File: config.mk
export PLATFORM = sky130hd
export DESIGN_NAME = ucmrx_core
export DESIGN_NICKNAME = d
export VERILOG_FILES = /design/src/hw/ucmrx_pkg.sv /design/src/hw/ucmrx_core.sv /design/src/hw/ucmrx_fifo.sv /design/src/hw/ucmrx_sticky.sv
export SDC_FILE = /design/constraint.sdc
export NUM_CORES = 1
export LEC_CHECK = 0
export BUFFER_PORTS_ARGS = -buffer_cell sky130_fd_sc_hd__buf_2
export CAP_MARGIN = 20
export CORE_ASPECT_RATIO = 0.8
export CORE_MARGIN = 2
export CORE_UTILIZATION = 55
export CTS_BUF_LIST = sky130_fd_sc_hd__clkbuf_8
export DETAILED_ROUTE_END_ITERATION = 8
export MAX_ROUTING_LAYER = met4
export PLACE_DENSITY_LB_ADDON = 0.1
export SYNTH_ARGS = -nofsm -noshare
export SYNTH_HDL_FRONTEND = slang
export SYNTH_SLANG_ARGS = --single-unit
File: constraint.sdc
create_clock -name core_clk -period 5.8 [get_ports core_clk]
set_input_delay 1.16 -clock core_clk [delete_from_list [all_inputs] [get_ports core_clk]]
set_output_delay 1.16 -clock core_clk [all_outputs]
set_load 0.03 [all_outputs]
File: src/hw/ucmrx_pkg.sv
// ****************************************************************
// Shared constants
// ****************************************************************
package ucmrx_pkg;

    // Bus geometry
    localparam int unsigned ADDR_W = 18;
    localparam int unsigned DATA_W = 32;
    localparam int unsigned IDX_W  = 16;

    // Register indices; byte address is four times the index
    localparam logic [IDX_W-1:0] REG_MBX_INDEX  = 16'h4018;
    localparam logic [IDX_W-1:0] REG_MBX_DATA   = 16'h401a;
    localparam logic [IDX_W-1:0] REG_POLL_INTVL = 16'h401c;
    localparam logic [IDX_W-1:0] REG_RX_DATA    = 16'h4020;
    localparam logic [IDX_W-1:0] REG_RX_COUNT   = 16'h4022;
    localparam logic [IDX_W-1:0] REG_RX_STATUS  = 16'h4024;
    localparam logic [IDX_W-1:0] REG_RX_MAXPKT  = 16'h4026;
    localparam logic [IDX_W-1:0] REG_IRQ_STATUS = 16'h4040;
    localparam logic [IDX_W-1:0] REG_IRQ_MASK   = 16'h4041;
    localparam logic [IDX_W-1:0] REG_AF_THRESH  = 16'h4042;

    // Mailbox geometry
    localparam int unsigned     MBX_DEPTH = 8;
    localparam int unsigned     MBX_IDX_W = 3;
    localparam logic [2:0]      MBX_IDX_MAX = 3'h7;
    localparam logic [2:0]      MBX_IDX_RST = 3'h0;

    // Receive FIFO geometry
    localparam int unsigned     FIFO_DEPTH = 64;
    localparam int unsigned     PTR_W      = 6;
    localparam int unsigned     CNT_W      = 7;
    localparam logic [6:0]      FIFO_FULL_CNT = 7'h40;

    // Receive status field positions
    localparam int unsigned STS_EMPTY = 0;
    localparam int unsigned STS_FULL  = 1;
    localparam int unsigned STS_UNDER = 2;
    localparam int unsigned STS_OVER  = 3;
    localparam int unsigned STS_FLUSH = 4;

    // Interrupt status field positions
    localparam int unsigned IRQ_W          = 2;
    localparam int unsigned IRQ_ALMOST_FULL = 0;
    localparam int unsigned IRQ_MBX_READ   = 1;

    // Reset values
    localparam logic [7:0] POLL_INTVL_RST = 8'hff;
    localparam logic [7:0] MAXPKT_RST     = 8'h08;
    localparam logic [7:0] AF_THRESH_RST  = 8'h30;
    localparam logic [1:0] IRQ_MASK_RST   = 2'h0;
    localparam logic [7:0] RX_STATUS_RST  = 8'h01;

endpackage : ucmrx_pkg

File: src/hw/ucmrx_core.sv
// Design decision made here: the Avalon-MM slave port.
`timescale 1ns/10ps
`default_nettype none
module ucmrx_core
    import ucmrx_pkg::*;
(
    // Clock and reset
    input  wire logic              core_clk,
    input  wire logic              rst,
    // Avalon-MM slave
    input  wire logic [ADDR_W-1:0] avs_address,
    input  wire logic              avs_read,
    input  wire logic              avs_write,
    input  wire logic [DATA_W-1:0] avs_writedata,
    input  wire logic [3:0]        avs_byteenable,
    output logic      [DATA_W-1:0] avs_readdata,
    output logic                   avs_waitrequest,
    // Interrupt
    output logic                   irq,
    // USB engine, receive endpoint
    input  wire logic              usbRxValid,
    input  wire logic [7:0]        usbRxData,
    // USB engine, mailbox endpoint
    input  wire logic [2:0]        usbMbxIdx,
    input  wire logic              usbMbxRdDone,
    output logic      [7:0]        usbMbxData,
    // Descriptor values
    output logic      [7:0]        ep2PollInterval,
    output logic      [7:0]        ep3MaxPacket
);

    // ****************************************************************
    // Bus decode
    // ****************************************************************
    logic              waitReq_q;
    logic [DATA_W-1:0] readData_q;
    logic              reqAny;
    logic              accept;
    logic              done;
    logic [IDX_W-1:0]  addrIdx;
    logic              wrLane0;
    logic              rdDone;
    logic [7:0]        wrByte;
    logic              hitIdx;
    logic              hitMbx;
    logic              hitPoll;
    logic              hitRxData;
    logic              hitRxCnt;
    logic              hitRxSts;
    logic              hitMps;
    logic              hitIrqSts;
    logic              hitIrqMask;
    logic              hitAfThr;

    assign reqAny     = avs_read || avs_write;
    assign accept     = reqAny && waitReq_q;
    assign done       = reqAny && !waitReq_q;
    assign addrIdx    = avs_address[ADDR_W-1:2];
    assign wrByte     = avs_writedata[7:0];
    assign wrLane0    = avs_write && done && avs_byteenable[0];
    assign rdDone     = avs_read && done;
    assign hitIdx     = (addrIdx == REG_MBX_INDEX);
    assign hitMbx     = (addrIdx == REG_MBX_DATA);
    assign hitPoll    = (addrIdx == REG_POLL_INTVL);
    assign hitRxData  = (addrIdx == REG_RX_DATA);
    assign hitRxCnt   = (addrIdx == REG_RX_COUNT);
    assign hitRxSts   = (addrIdx == REG_RX_STATUS);
    assign hitMps     = (addrIdx == REG_RX_MAXPKT);
    assign hitIrqSts  = (addrIdx == REG_IRQ_STATUS);
    assign hitIrqMask = (addrIdx == REG_IRQ_MASK);
    assign hitAfThr   = (addrIdx == REG_AF_THRESH);

    // Two-phase handshake: accept, then complete
    always_ff @(posedge core_clk or posedge rst)
    begin
        if (rst)
            waitReq_q <= 1'b1;
        else
            waitReq_q <= !accept;
    end

    // ****************************************************************
    // Mailboxes
    // ****************************************************************
    logic [7:0]           mbx_q [MBX_DEPTH];
    logic [MBX_IDX_W-1:0] idx_q;
    logic [MBX_IDX_W-1:0] idx_d;
    logic [MBX_IDX_W-1:0] idxInc;
    logic                 mbxAccess;
    logic [7:0]           mbxSel;
    logic [7:0]           hostSel;
    logic [7:0]           usbMbxData_q;

    assign mbxAccess = done && hitMbx;
    assign mbxSel    = mbx_q[idx_q];
    assign hostSel   = mbx_q[usbMbxIdx];
    assign idxInc    = (idx_q == MBX_IDX_MAX) ? MBX_IDX_RST : idx_q + 3'h1;
    assign idx_d     = (wrLane0 && hitIdx) ? wrByte[2:0] :
                       mbxAccess           ? idxInc      : idx_q;

    always_ff @(posedge core_clk or posedge rst)
    begin
        if (rst)
            idx_q <= MBX_IDX_RST;
        else
            idx_q <= idx_d;
    end

    always_ff @(posedge core_clk or posedge rst)
    begin
        if (rst)
            mbx_q <= '{default: 8'h00};
        else if (wrLane0 && hitMbx)
            mbx_q[idx_q] <= wrByte;
    end

    always_ff @(posedge core_clk or posedge rst)
    begin
        if (rst)
            usbMbxData_q <= 8'h00;
        else
            usbMbxData_q <= hostSel;
    end

    assign usbMbxData = usbMbxData_q;

    // ****************************************************************
    // Plain control registers
    // ****************************************************************
    logic [7:0]       poll_q;
    logic [7:0]       mps_q;
    logic [7:0]       afThr_q;
    logic [IRQ_W-1:0] irqMask_q;

    always_ff @(posedge core_clk or posedge rst)
    begin
        if (rst)
            poll_q <= POLL_INTVL_RST;
        else if (wrLane0 && hitPoll)
            poll_q <= wrByte;
    end

    always_ff @(posedge core_clk or posedge rst)
    begin
        if (rst)
            mps_q <= MAXPKT_RST;
        else if (wrLane0 && hitMps)
            mps_q <= wrByte;
    end

    always_ff @(posedge core_clk or posedge rst)
    begin
        if (rst)
        begin
            afThr_q   <= AF_THRESH_RST;
            irqMask_q <= IRQ_MASK_RST;
        end
        else
        begin
            if (wrLane0 && hitAfThr)
                afThr_q <= wrByte;
            if (wrLane0 && hitIrqMask)
                irqMask_q <= wrByte[IRQ_W-1:0];
        end
    end

    assign ep2PollInterval = poll_q;
    // eight-byte units out to the descriptor
    assign ep3MaxPacket    = mps_q;

    // ****************************************************************
    // Receive FIFO and flags
    // ****************************************************************
    logic [7:0]       fifoHead;
    logic [CNT_W-1:0] fifoCount;
    logic             fifoFull;
    logic             fifoEmpty;
    logic             rdEmpty_q;
    logic             rxRead;
    logic             rxPop;
    logic             flush;
    logic [1:0]       rxSet;
    logic [1:0]       rxClr;
    logic [1:0]       rxFlags;

    assign rxRead = rdDone && hitRxData;
    assign rxPop  = rxRead && !rdEmpty_q;
    // flush on writing one to the flush bit
    assign flush  = wrLane0 && hitRxSts && wrByte[STS_FLUSH];
    // overflow on host write into full FIFO
    assign rxSet[1] = usbRxValid && fifoFull;
    // underflow on read of empty FIFO
    assign rxSet[0] = rxRead && rdEmpty_q;
    assign rxClr    = (wrLane0 && hitRxSts) ? wrByte[STS_OVER:STS_UNDER] : 2'h0;

    // Emptiness frozen at accept so data and pop agree
    always_ff @(posedge core_clk or posedge rst)
    begin
        if (rst)
            rdEmpty_q <= 1'b1;
        else if (accept)
            rdEmpty_q <= fifoEmpty;
    end

    ucmrx_fifo u_fifo (
        .core_clk  (core_clk),
        .rst       (rst),
        .pushValid (usbRxValid),
        .pushData  (usbRxData),
        .popReq    (rxPop),
        .flush     (flush),
        .headData  (fifoHead),
        .count_q   (fifoCount),
        .full      (fifoFull),
        .empty     (fifoEmpty)
    );

    ucmrx_sticky #(.WIDTH(2)) u_rxFlags (
        .core_clk (core_clk),
        .rst      (rst),
        .setPulse (rxSet),
        .clrMask  (rxClr),
        .flags_q  (rxFlags)
    );

    // ****************************************************************
    // Interrupts
    // ****************************************************************
    logic [IRQ_W-1:0] irqSet;
    logic [IRQ_W-1:0] irqClr;
    logic [IRQ_W-1:0] irqSts;
    logic             irq_q;

    // count at threshold and one more byte arrives
    assign irqSet[IRQ_ALMOST_FULL] = usbRxValid && !fifoFull && !flush &&
                                     ({1'b0, fifoCount} == afThr_q);
    assign irqSet[IRQ_MBX_READ]    = usbMbxRdDone;
    assign irqClr = (wrLane0 && hitIrqSts) ? wrByte[IRQ_W-1:0] : '0;

    ucmrx_sticky #(.WIDTH(IRQ_W)) u_irqFlags (
        .core_clk (core_clk),
        .rst      (rst),
        .setPulse (irqSet),
        .clrMask  (irqClr),
        .flags_q  (irqSts)
    );

    always_ff @(posedge core_clk or posedge rst)
    begin
        if (rst)
            irq_q <= 1'b0;
        else
            irq_q <= |(irqSts & irqMask_q);
    end

    assign irq = irq_q;

    // ****************************************************************
    // Read data
    // ****************************************************************
    logic [7:0] rxStatus;
    logic [7:0] rdMux;

    // live full and empty, flush reads zero
    assign rxStatus = {3'h0, 1'b0, rxFlags[1], rxFlags[0], fifoFull, fifoEmpty};
    assign rdMux = hitIdx     ? {5'h00, idx_q}            :
                   hitMbx     ? mbxSel                    :
                   hitPoll    ? poll_q                    :
                   hitRxData  ? (fifoEmpty ? 8'h00 : fifoHead) :
                   hitRxCnt   ? {1'b0, fifoCount}         :
                   hitRxSts   ? rxStatus                  :
                   hitMps     ? mps_q                     :
                   hitIrqSts  ? {6'h00, irqSts}           :
                   hitIrqMask ? {6'h00, irqMask_q}        :
                   hitAfThr   ? afThr_q                   : 8'h00;

    always_ff @(posedge core_clk or posedge rst)
    begin
        if (rst)
            readData_q <= 32'h0000_0000;
        else if (accept && avs_read)
            readData_q <= {24'h00_0000, rdMux};
    end

    assign avs_readdata    = readData_q;
    assign avs_waitrequest = waitReq_q;
endmodule // ucmrx_core
`default_nettype wire

File: src/hw/ucmrx_fifo.sv
`timescale 1ns/10ps
`default_nettype none
// ****************************************************************
// Byte FIFO with count and flush
// ****************************************************************
module ucmrx_fifo
    import ucmrx_pkg::*;
(
    // Clock and reset
    input  wire logic             core_clk,
    input  wire logic             rst,
    // Fill side
    input  wire logic             pushValid,
    input  wire logic [7:0]       pushData,
    // Drain side
    input  wire logic             popReq,
    input  wire logic             flush,
    output logic      [7:0]       headData,
    // Occupancy
    output logic      [CNT_W-1:0] count_q,
    output logic                  full,
    output logic                  empty
);

    logic [7:0]       mem_q [FIFO_DEPTH];
    logic [PTR_W-1:0] wrPtr_q;
    logic [PTR_W-1:0] rdPtr_q;
    logic             doPush;
    logic             doPop;

    assign full     = (count_q == FIFO_FULL_CNT);
    assign empty    = (count_q == '0);
    assign doPush   = pushValid && !full && !flush;
    assign doPop    = popReq && !empty && !flush;
    assign headData = mem_q[rdPtr_q];

    always_ff @(posedge core_clk)
    begin
        if (doPush)
            mem_q[wrPtr_q] <= pushData;
    end

    always_ff @(posedge core_clk or posedge rst)
    begin
        if (rst)
        begin
            wrPtr_q <= '0;
            rdPtr_q <= '0;
            count_q <= '0;
        end
        else if (flush)
        begin
            wrPtr_q <= '0;
            rdPtr_q <= '0;
            count_q <= '0;
        end
        else
        begin
            wrPtr_q <= wrPtr_q + PTR_W'(doPush);
            rdPtr_q <= rdPtr_q + PTR_W'(doPop);
            count_q <= count_q + CNT_W'(doPush) - CNT_W'(doPop);
        end
    end

endmodule // ucmrx_fifo
`default_nettype wire

File: src/hw/ucmrx_sticky.sv
`timescale 1ns/10ps
`default_nettype none
// ****************************************************************
// Sticky flag bank, write-one-to-clear, set wins
// ****************************************************************
module ucmrx_sticky
    import ucmrx_pkg::*;
#(
    parameter int unsigned WIDTH = 2
)
(
    // Clock and reset
    input  wire logic             core_clk,
    input  wire logic             rst,
    // Events and clears
    input  wire logic [WIDTH-1:0] setPulse,
    input  wire logic [WIDTH-1:0] clrMask,
    // Flags
    output logic      [WIDTH-1:0] flags_q
);

    logic [WIDTH-1:0] flags_d;

    assign flags_d = (flags_q & ~clrMask) | setPulse;

    always_ff @(posedge core_clk or posedge rst)
    begin
        if (rst)
            flags_q <= '0;
        else
            flags_q <= flags_d;
    end

endmodule // ucmrx_sticky
`default_nettype wire

* Word level (Yosys, flattened, before mapping)
Memory sizes are Yosys's and may differ from the RTL's. Index checks and enable logic that the tools add are counted.
Cells by class: multiplexer cells 30, equal/unequal tests 13, reductions and logical operators 36, bitwise operators 9, $lt $le $gt $ge 3, add/subtract/negate cells 5
Operators by type and width (number):
- equality test 16 x 15 -> 1 bit, second input constant | 10
- two-way mux 8 bit | 16
- bitwise mux 64 bit | 1
- binary-select mux 8 bit (select 3 bit) | 2
- logical AND 1 bit | 26
- demux 8 bit (select 3 bit) | 1
- adder 6 x 1 -> 6 bit | 2
- two-way mux 6 bit | 2
- two-way mux 3 bit | 3
- equality test 7 x 8 -> 1 bit | 1
- >= comparator 4 bit, second input constant | 2
- NOT 3 -> 4 bit | 2
- adder 7 x 1 -> 7 bit | 1
- equality test 7 bit, second input constant | 1
- zero test 7 bit | 1
- two-way mux 7 bit | 1
- subtractor 7 x 1 -> 7 bit | 1
- bitwise AND 2 bit | 3
- zero test 1 bit | 6
- less-than comparator 4 x 1 -> 1 bit, second input constant | 1
- two-way mux 2 bit | 2
- NOT 2 bit | 2
- bitwise OR 2 bit | 2
- adder 3 x 1 -> 3 bit, second input constant | 1
- other kinds (5) | 6
Word-level totals: bits in registers 135, output and inout bits 58, memory bits (writable) 512, logic and storage cells 120, memories kept 1, bits of input ports 71
Memories:
- u_fifo.mem_q | words 64, width 8, rd ports 1, clocked after Yosys merged registers in 0, write ports 1, line ucmrx_fifo.sv:25 | logic [7:0] mem_q [FIFO_DEPTH];

* Longest topological paths before layout
word-level depth 11, gate-level depth with buffers 18, mapped depth without buffers 17

* Hierarchy
A second synthesis with hierarchy kept.
Second synthesis, totals: cell total of the unflattened synthesis 1522, area total of the unflattened synthesis 27342.5 µm²
By module, submodules not included:
- ucmrx_fifo | seq. area each 15850.2 µm², times used 1, area an instance 20896.3 µm², cells an instance 1010
- ucmrx_core | seq. area each 2819.0 µm², times used 1, area an instance 6293.5 µm², cells an instance 498
- ucmrx_sticky | seq. area each 50.0 µm², times used 2, area an instance 76.3 µm², cells an instance 7

* Worst setup path before layout
No wires, ideal clock.
path type input-to-reg, start in avs_address[6], end reg u_fifo.count_q[6], arrival time 4.069 ns, path buffers 1, slack 1.605 ns, library setup time 0.126 ns, stages on the path 17, data required time 5.674 ns, cell sequence or4b_1 > clkbuf_1 > nand2b_1 > nor2_1 > nand2_1 > nor3b_1 > ha_1 > inv_1 > ha_1 > inv_1 > fa_1 > nand2b_1 > a21oi_1 > o21ai_0 > a21oi_1 > or3_1 > a21oi_1
Between the ends: cells in the longest elaborated chain, start to end 8, elaborated cells between the ends (all ways) 13, classes of those cells add/sub: 2; eq/ne: 2; mux: 1; reduce/logical: 8
Ends and longest elaborated chain:
- start, declared | line ucmrx_core.sv:11 | input wire logic [ADDR_W-1:0] avs_address,
- equality test 16 x 15 -> 1 bit | line ucmrx_core.sv:67 | assign hitRxSts = (addrIdx == REG_RX_STATUS);
- logical AND 1 bit (2 in series) | line ucmrx_core.sv:189 | assign flush = wrLane0 && hitRxSts && wrByte[STS_FLUSH];
- zero test 1 bit | line ucmrx_fifo.sv:33, ucmrx_fifo.sv:34
- logical AND 1 bit | line ucmrx_fifo.sv:33 | assign doPush = pushValid && !full && !flush;
- adder 7 x 1 -> 7 bit | line ucmrx_fifo.sv:61 | count_q <= count_q + CNT_W'(doPush) - CNT_W'(doPop);
- subtractor 7 x 1 -> 7 bit | line ucmrx_fifo.sv:61
- two-way mux 7 bit (*) | line ucmrx_fifo.sv:51 | else if (flush)
- end signal, assigned | line ucmrx_fifo.sv:61
- end, declared | line ucmrx_fifo.sv:20 | output logic [CNT_W-1:0] count_q,
Mark *: on every way between the ends. The rest lies on a longest branch, timed or not. A chain may end at the register's enable or synchronous reset.

* Final worst setup path
Ends and elaborated chain as after synthesis.

==> impl_metrics.csv <==
group,metric,value,unit
run_status,run_status,"finished clean",
clocking,clk_path_buf_depth,3,
sta,min_period_over_period,0.7316,
power_and_ir_drop,p_leak,10.52,nW
routing,wl_met2,28.52,mm
routing,drtIter0Drc,1630,
routing,drc_errors,0,
sta,finalCriticalPeriod,4.243,ns
worst_setup_path,reg2reg_from,"u_fifo.count_q[4]",
routing,met1_length,29.34,mm
routing,ant_nets,0,
layout,n_antenna_cell,0,
layout,multiInputGateArea,8031,um^2
power_and_ir_drop,irDropWorstVdd,0.2576,mV
synthesis,async_flop_share,0.2087,
routing,dr.pass1.iters,5,
synthesis,syn_inst,1532,
synthesis,ys_ff_latch,647,
synthesis,yosys.area.top_type_share,0.5619,
clocking,clock_latency,0.69,ns
placement,hpwl,40.31,mm
synthesis,synth-main-ff-cell,"edfxtp_1",
synthesis,syn_avg_cell_area,17.86,um^2
routing,routedWlPerCell,26.55,um
global_route,grt_max_degree,98,
clocking,cts_buffers,97,
placement,dp_slack,0.9107,ns
placement,place.gp.congestion,0.8802,
clocking,cts_tree,"built",
global_route,overflow,0,
synthesis,synth.most_common_cell,"edfxtp_1",
worst_setup_path,r2r_end,"u_fifo.mem_q[55][6]",
layout,nNetsFinal,1728,
worst_setup_path,startpoint,"avs_address[6]",
sta,slew_headroom,0.3546,
hold_path,hp-class,"reg -> reg",
sta,fin_skew,0.03703,ns
sta,slew_violations,0,
sta,tightest_slew,0.9682,ns
die,die_x,253.4,um
worst_setup_path,start_kind,"primary input",
die,io_pins,129,
synthesis,synth_cell_types,76,
worst_setup_path,r2r_cells,8,
synthesis,yosysSeqAreaShare,0.6860,
layout,fillers,3640,
die,num_rows,73,
sta,hold_viol_final,0,
routing,routed_wl,63.61,mm
placement,io_buffers,75,
synthesis,synthesis.area,27360,um^2
synthesis,synth_top_cell_by_area,"edfxtp_1",
layout,drive_gt1_frac,0.3062,
global_route,grt_pass1_wl,93.87,mm
sta,timing.fmax,0.2357,GHz
placement,dp_cells,2213,
worst_setup_path,crit_type,"in -> reg",
routing,via_per_inst,6.109,
clocking,cts.repair.resized,0,
worst_setup_path,critPathCaptureType,"flip-flop",
layout,fin_util,0.6126,
clocking,cts_num_sinks,647,
routing,via_count,14640,
sta,tns,0,ns
synthesis,synth_edf_count,512,
die,coreArea,49410,um^2
clocking,cts-root-buf,"clkbuf_8",
die,die_h,203.5,um
synthesis,ys_top_cells_by_area,"edfxtp_1, mux4_2, dfrtp_1, mux2_2, mux2i_1",
sta,finalSetupViolCount,0,
routing,met3WireLength,4.650,mm
clocking,post_cts_buffers,0,
clocking,hold_buffers,0,
flow_run,max_cap_violations,0,
worst_setup_path,critPathMaxFanout,6,
layout,area_growth,10.63,%
die,start_util,0.5537,
worst_setup_path,crit_arrival,4.79,ns
layout,seq_area,18780,um^2
global_route,grtUsageTotal,0.2599,
sta,setup_ws,1.557,ns
routing,maxUsedRoutingLayer,"met4",
global_route,grt_pass1_vias,14450,
worst_setup_path,ff2ff_setup_slack,1.84,ns
worst_setup_path,cp.required,6.35,ns
power_and_ir_drop,cellPowerDensity,321.1,nW/um^2
clocking,path_clk_slew,0.06,ns
clocking,htree_levels,3,
sta,holdWs,0.5015,ns
worst_setup_path,crit_end,"u_fifo.count_q[6]",
synthesis,synth.top_cells.by_count,"edfxtp_1, mux4_2, dfrtp_1",
layout,final_cells,2396,
synthesis,yosys_warnings,0,
die,dieArea,51560,um^2
global_route,grt_antenna_before_repair,1,
sta,rsz0062_at_grt,"false",
-- state kept, by name (all words and copies together), names as in the netlist --
signal and cells:
afThr_q 8, avs_readdata 8, avs_waitrequest 1, ep2PollInterval 8
ep3MaxPacket 8, idx_q 3, irq 1, irqMask_q 2
mbx_q 64, rdEmpty_q 1, u_fifo.count_q 7, u_fifo.mem_q 512
u_fifo.rdPtr_q 6, u_fifo.wrPtr_q 6, u_irqFlags.flags_q 2, u_rxFlags.flags_q 2
usbMbxData 8
-- cells in the final DEF, fill, tap and decap left out, types with 5 or more instances in the layout --
| master | instances |
|---|---|
| or3_1 | 9 |
| ha_1 | 15 |
| mux2_2 | 89 |
| nand4_1 | 5 |
| clkinv_2 | 10 |
| clkinv_1 | 16 |
| nor2b_1 | 19 |
| a21oi_1 | 36 |
| edfxtp_1 | 512 |
| conb_1 | 24 |
| nand2b_1 | 6 |
| nand3_1 | 23 |
| mux2_4 | 16 |
| mux2i_1 | 51 |
| clkbuf_8 | 115 |
| and2_1 | 5 |
| dfstp_2 | 13 |
| a211oi_1 | 6 |
| nor3_1 | 12 |
| a221oi_1 | 6 |
| a22oi_1 | 25 |
| buf_4 | 23 |
| mux4_2 | 154 |
| o22ai_1 | 12 |
| inv_1 | 48 |
| o21ai_0 | 18 |
| xor2_1 | 13 |
| nand3b_1 | 6 |
| nand2_1 | 41 |
| buf_2 | 75 |
| nor2_1 | 97 |
| dfrtp_1 | 119 |
| xnor2_1 | 5 |
| a31oi_1 | 6 |
-- logic make-up (layout without fill, tap and decap cells) --
family | Yosys count | in the layout | share of synthesized area
buffers and inverters | 133 | 299 | 0.02360
AOI/OAI and AO/OA | 145 | 145 | 0.03585
DFF | 647 | 647 | 0.6860
other | 1 | 24 | 0.0001371
xor gates and xnor gates | 18 | 18 | 0.005762
muxes | 310 | 310 | 0.1908
adders and majority gates | 16 | 16 | 0.007591
and+or+nand+nor | 262 | 262 | 0.05021
-- critical path, stage by stage --
cell and delay (ns):
buf_2 0.11, or4b_1 0.63, nand2b_1 0.21, nor2_1 0.26, nand2_1 0.13, nor3b_1 0.40
ha_1 0.32, inv_1 0.06, ha_1 0.16, inv_1 0.06, fa_1 0.42, nand2b_1 0.16
a21oi_1 0.20, o21ai_0 0.13, a21oi_1 0.19, or3_1 0.13, a21oi_1 0.06
-- worst min path at each step --
stage / depth (start not counted) / startpoint / to
floorplan: 1 / u_rxFlags.flags_q[1] / u_rxFlags.flags_q[1]
global placement: 1 / u_rxFlags.flags_q[1] / u_rxFlags.flags_q[1]
detailed placement: 1 / u_rxFlags.flags_q[1] / u_rxFlags.flags_q[1]
CTS: 2 / rdEmpty_q / rdEmpty_q
global route: 1 / u_rxFlags.flags_q[1] / u_rxFlags.flags_q[1]
finish: 1 / u_rxFlags.flags_q[0] / u_rxFlags.flags_q[0]
-- layer usage --
metal  up-vias  GRT usage
met5         -          -
met4         0    0.05981
met3        85    0.05131
met2       523     0.3615
met1      7719     0.4002
li1       6310          -
-- per-stage QoR --
stage | instance area [um^2] | power (mW)
3_3_place_gp | 28270 | 6.149
2_1_floorplan | 27450 | 5.896
6_report | 30270 | 9.720
4_1_cts | 30190 | 9.785
3_5_place_dp | 28270 | 6.172
5_1_grt | 30270 | 10.08
-- layout make-up --
type / instances / area share
Sequential cell: 647 / 0.6204
Multi-Input combinational cell: 775 / 0.2653
Clock buffer: 115 / 0.05229
Tap cell: 675 / 0.02790
Timing Repair Buffer: 102 / 0.02075
Clock inverter: 64 / 0.01095
Inverter: 18 / 0.002397
-- report_power, final --
part           internal, mW  switching, mW
registers              5.20          0.135
clock network          1.90           1.73
logic                 0.243          0.512
total                  7.34           2.38
(Power assumes the default switching activity.)
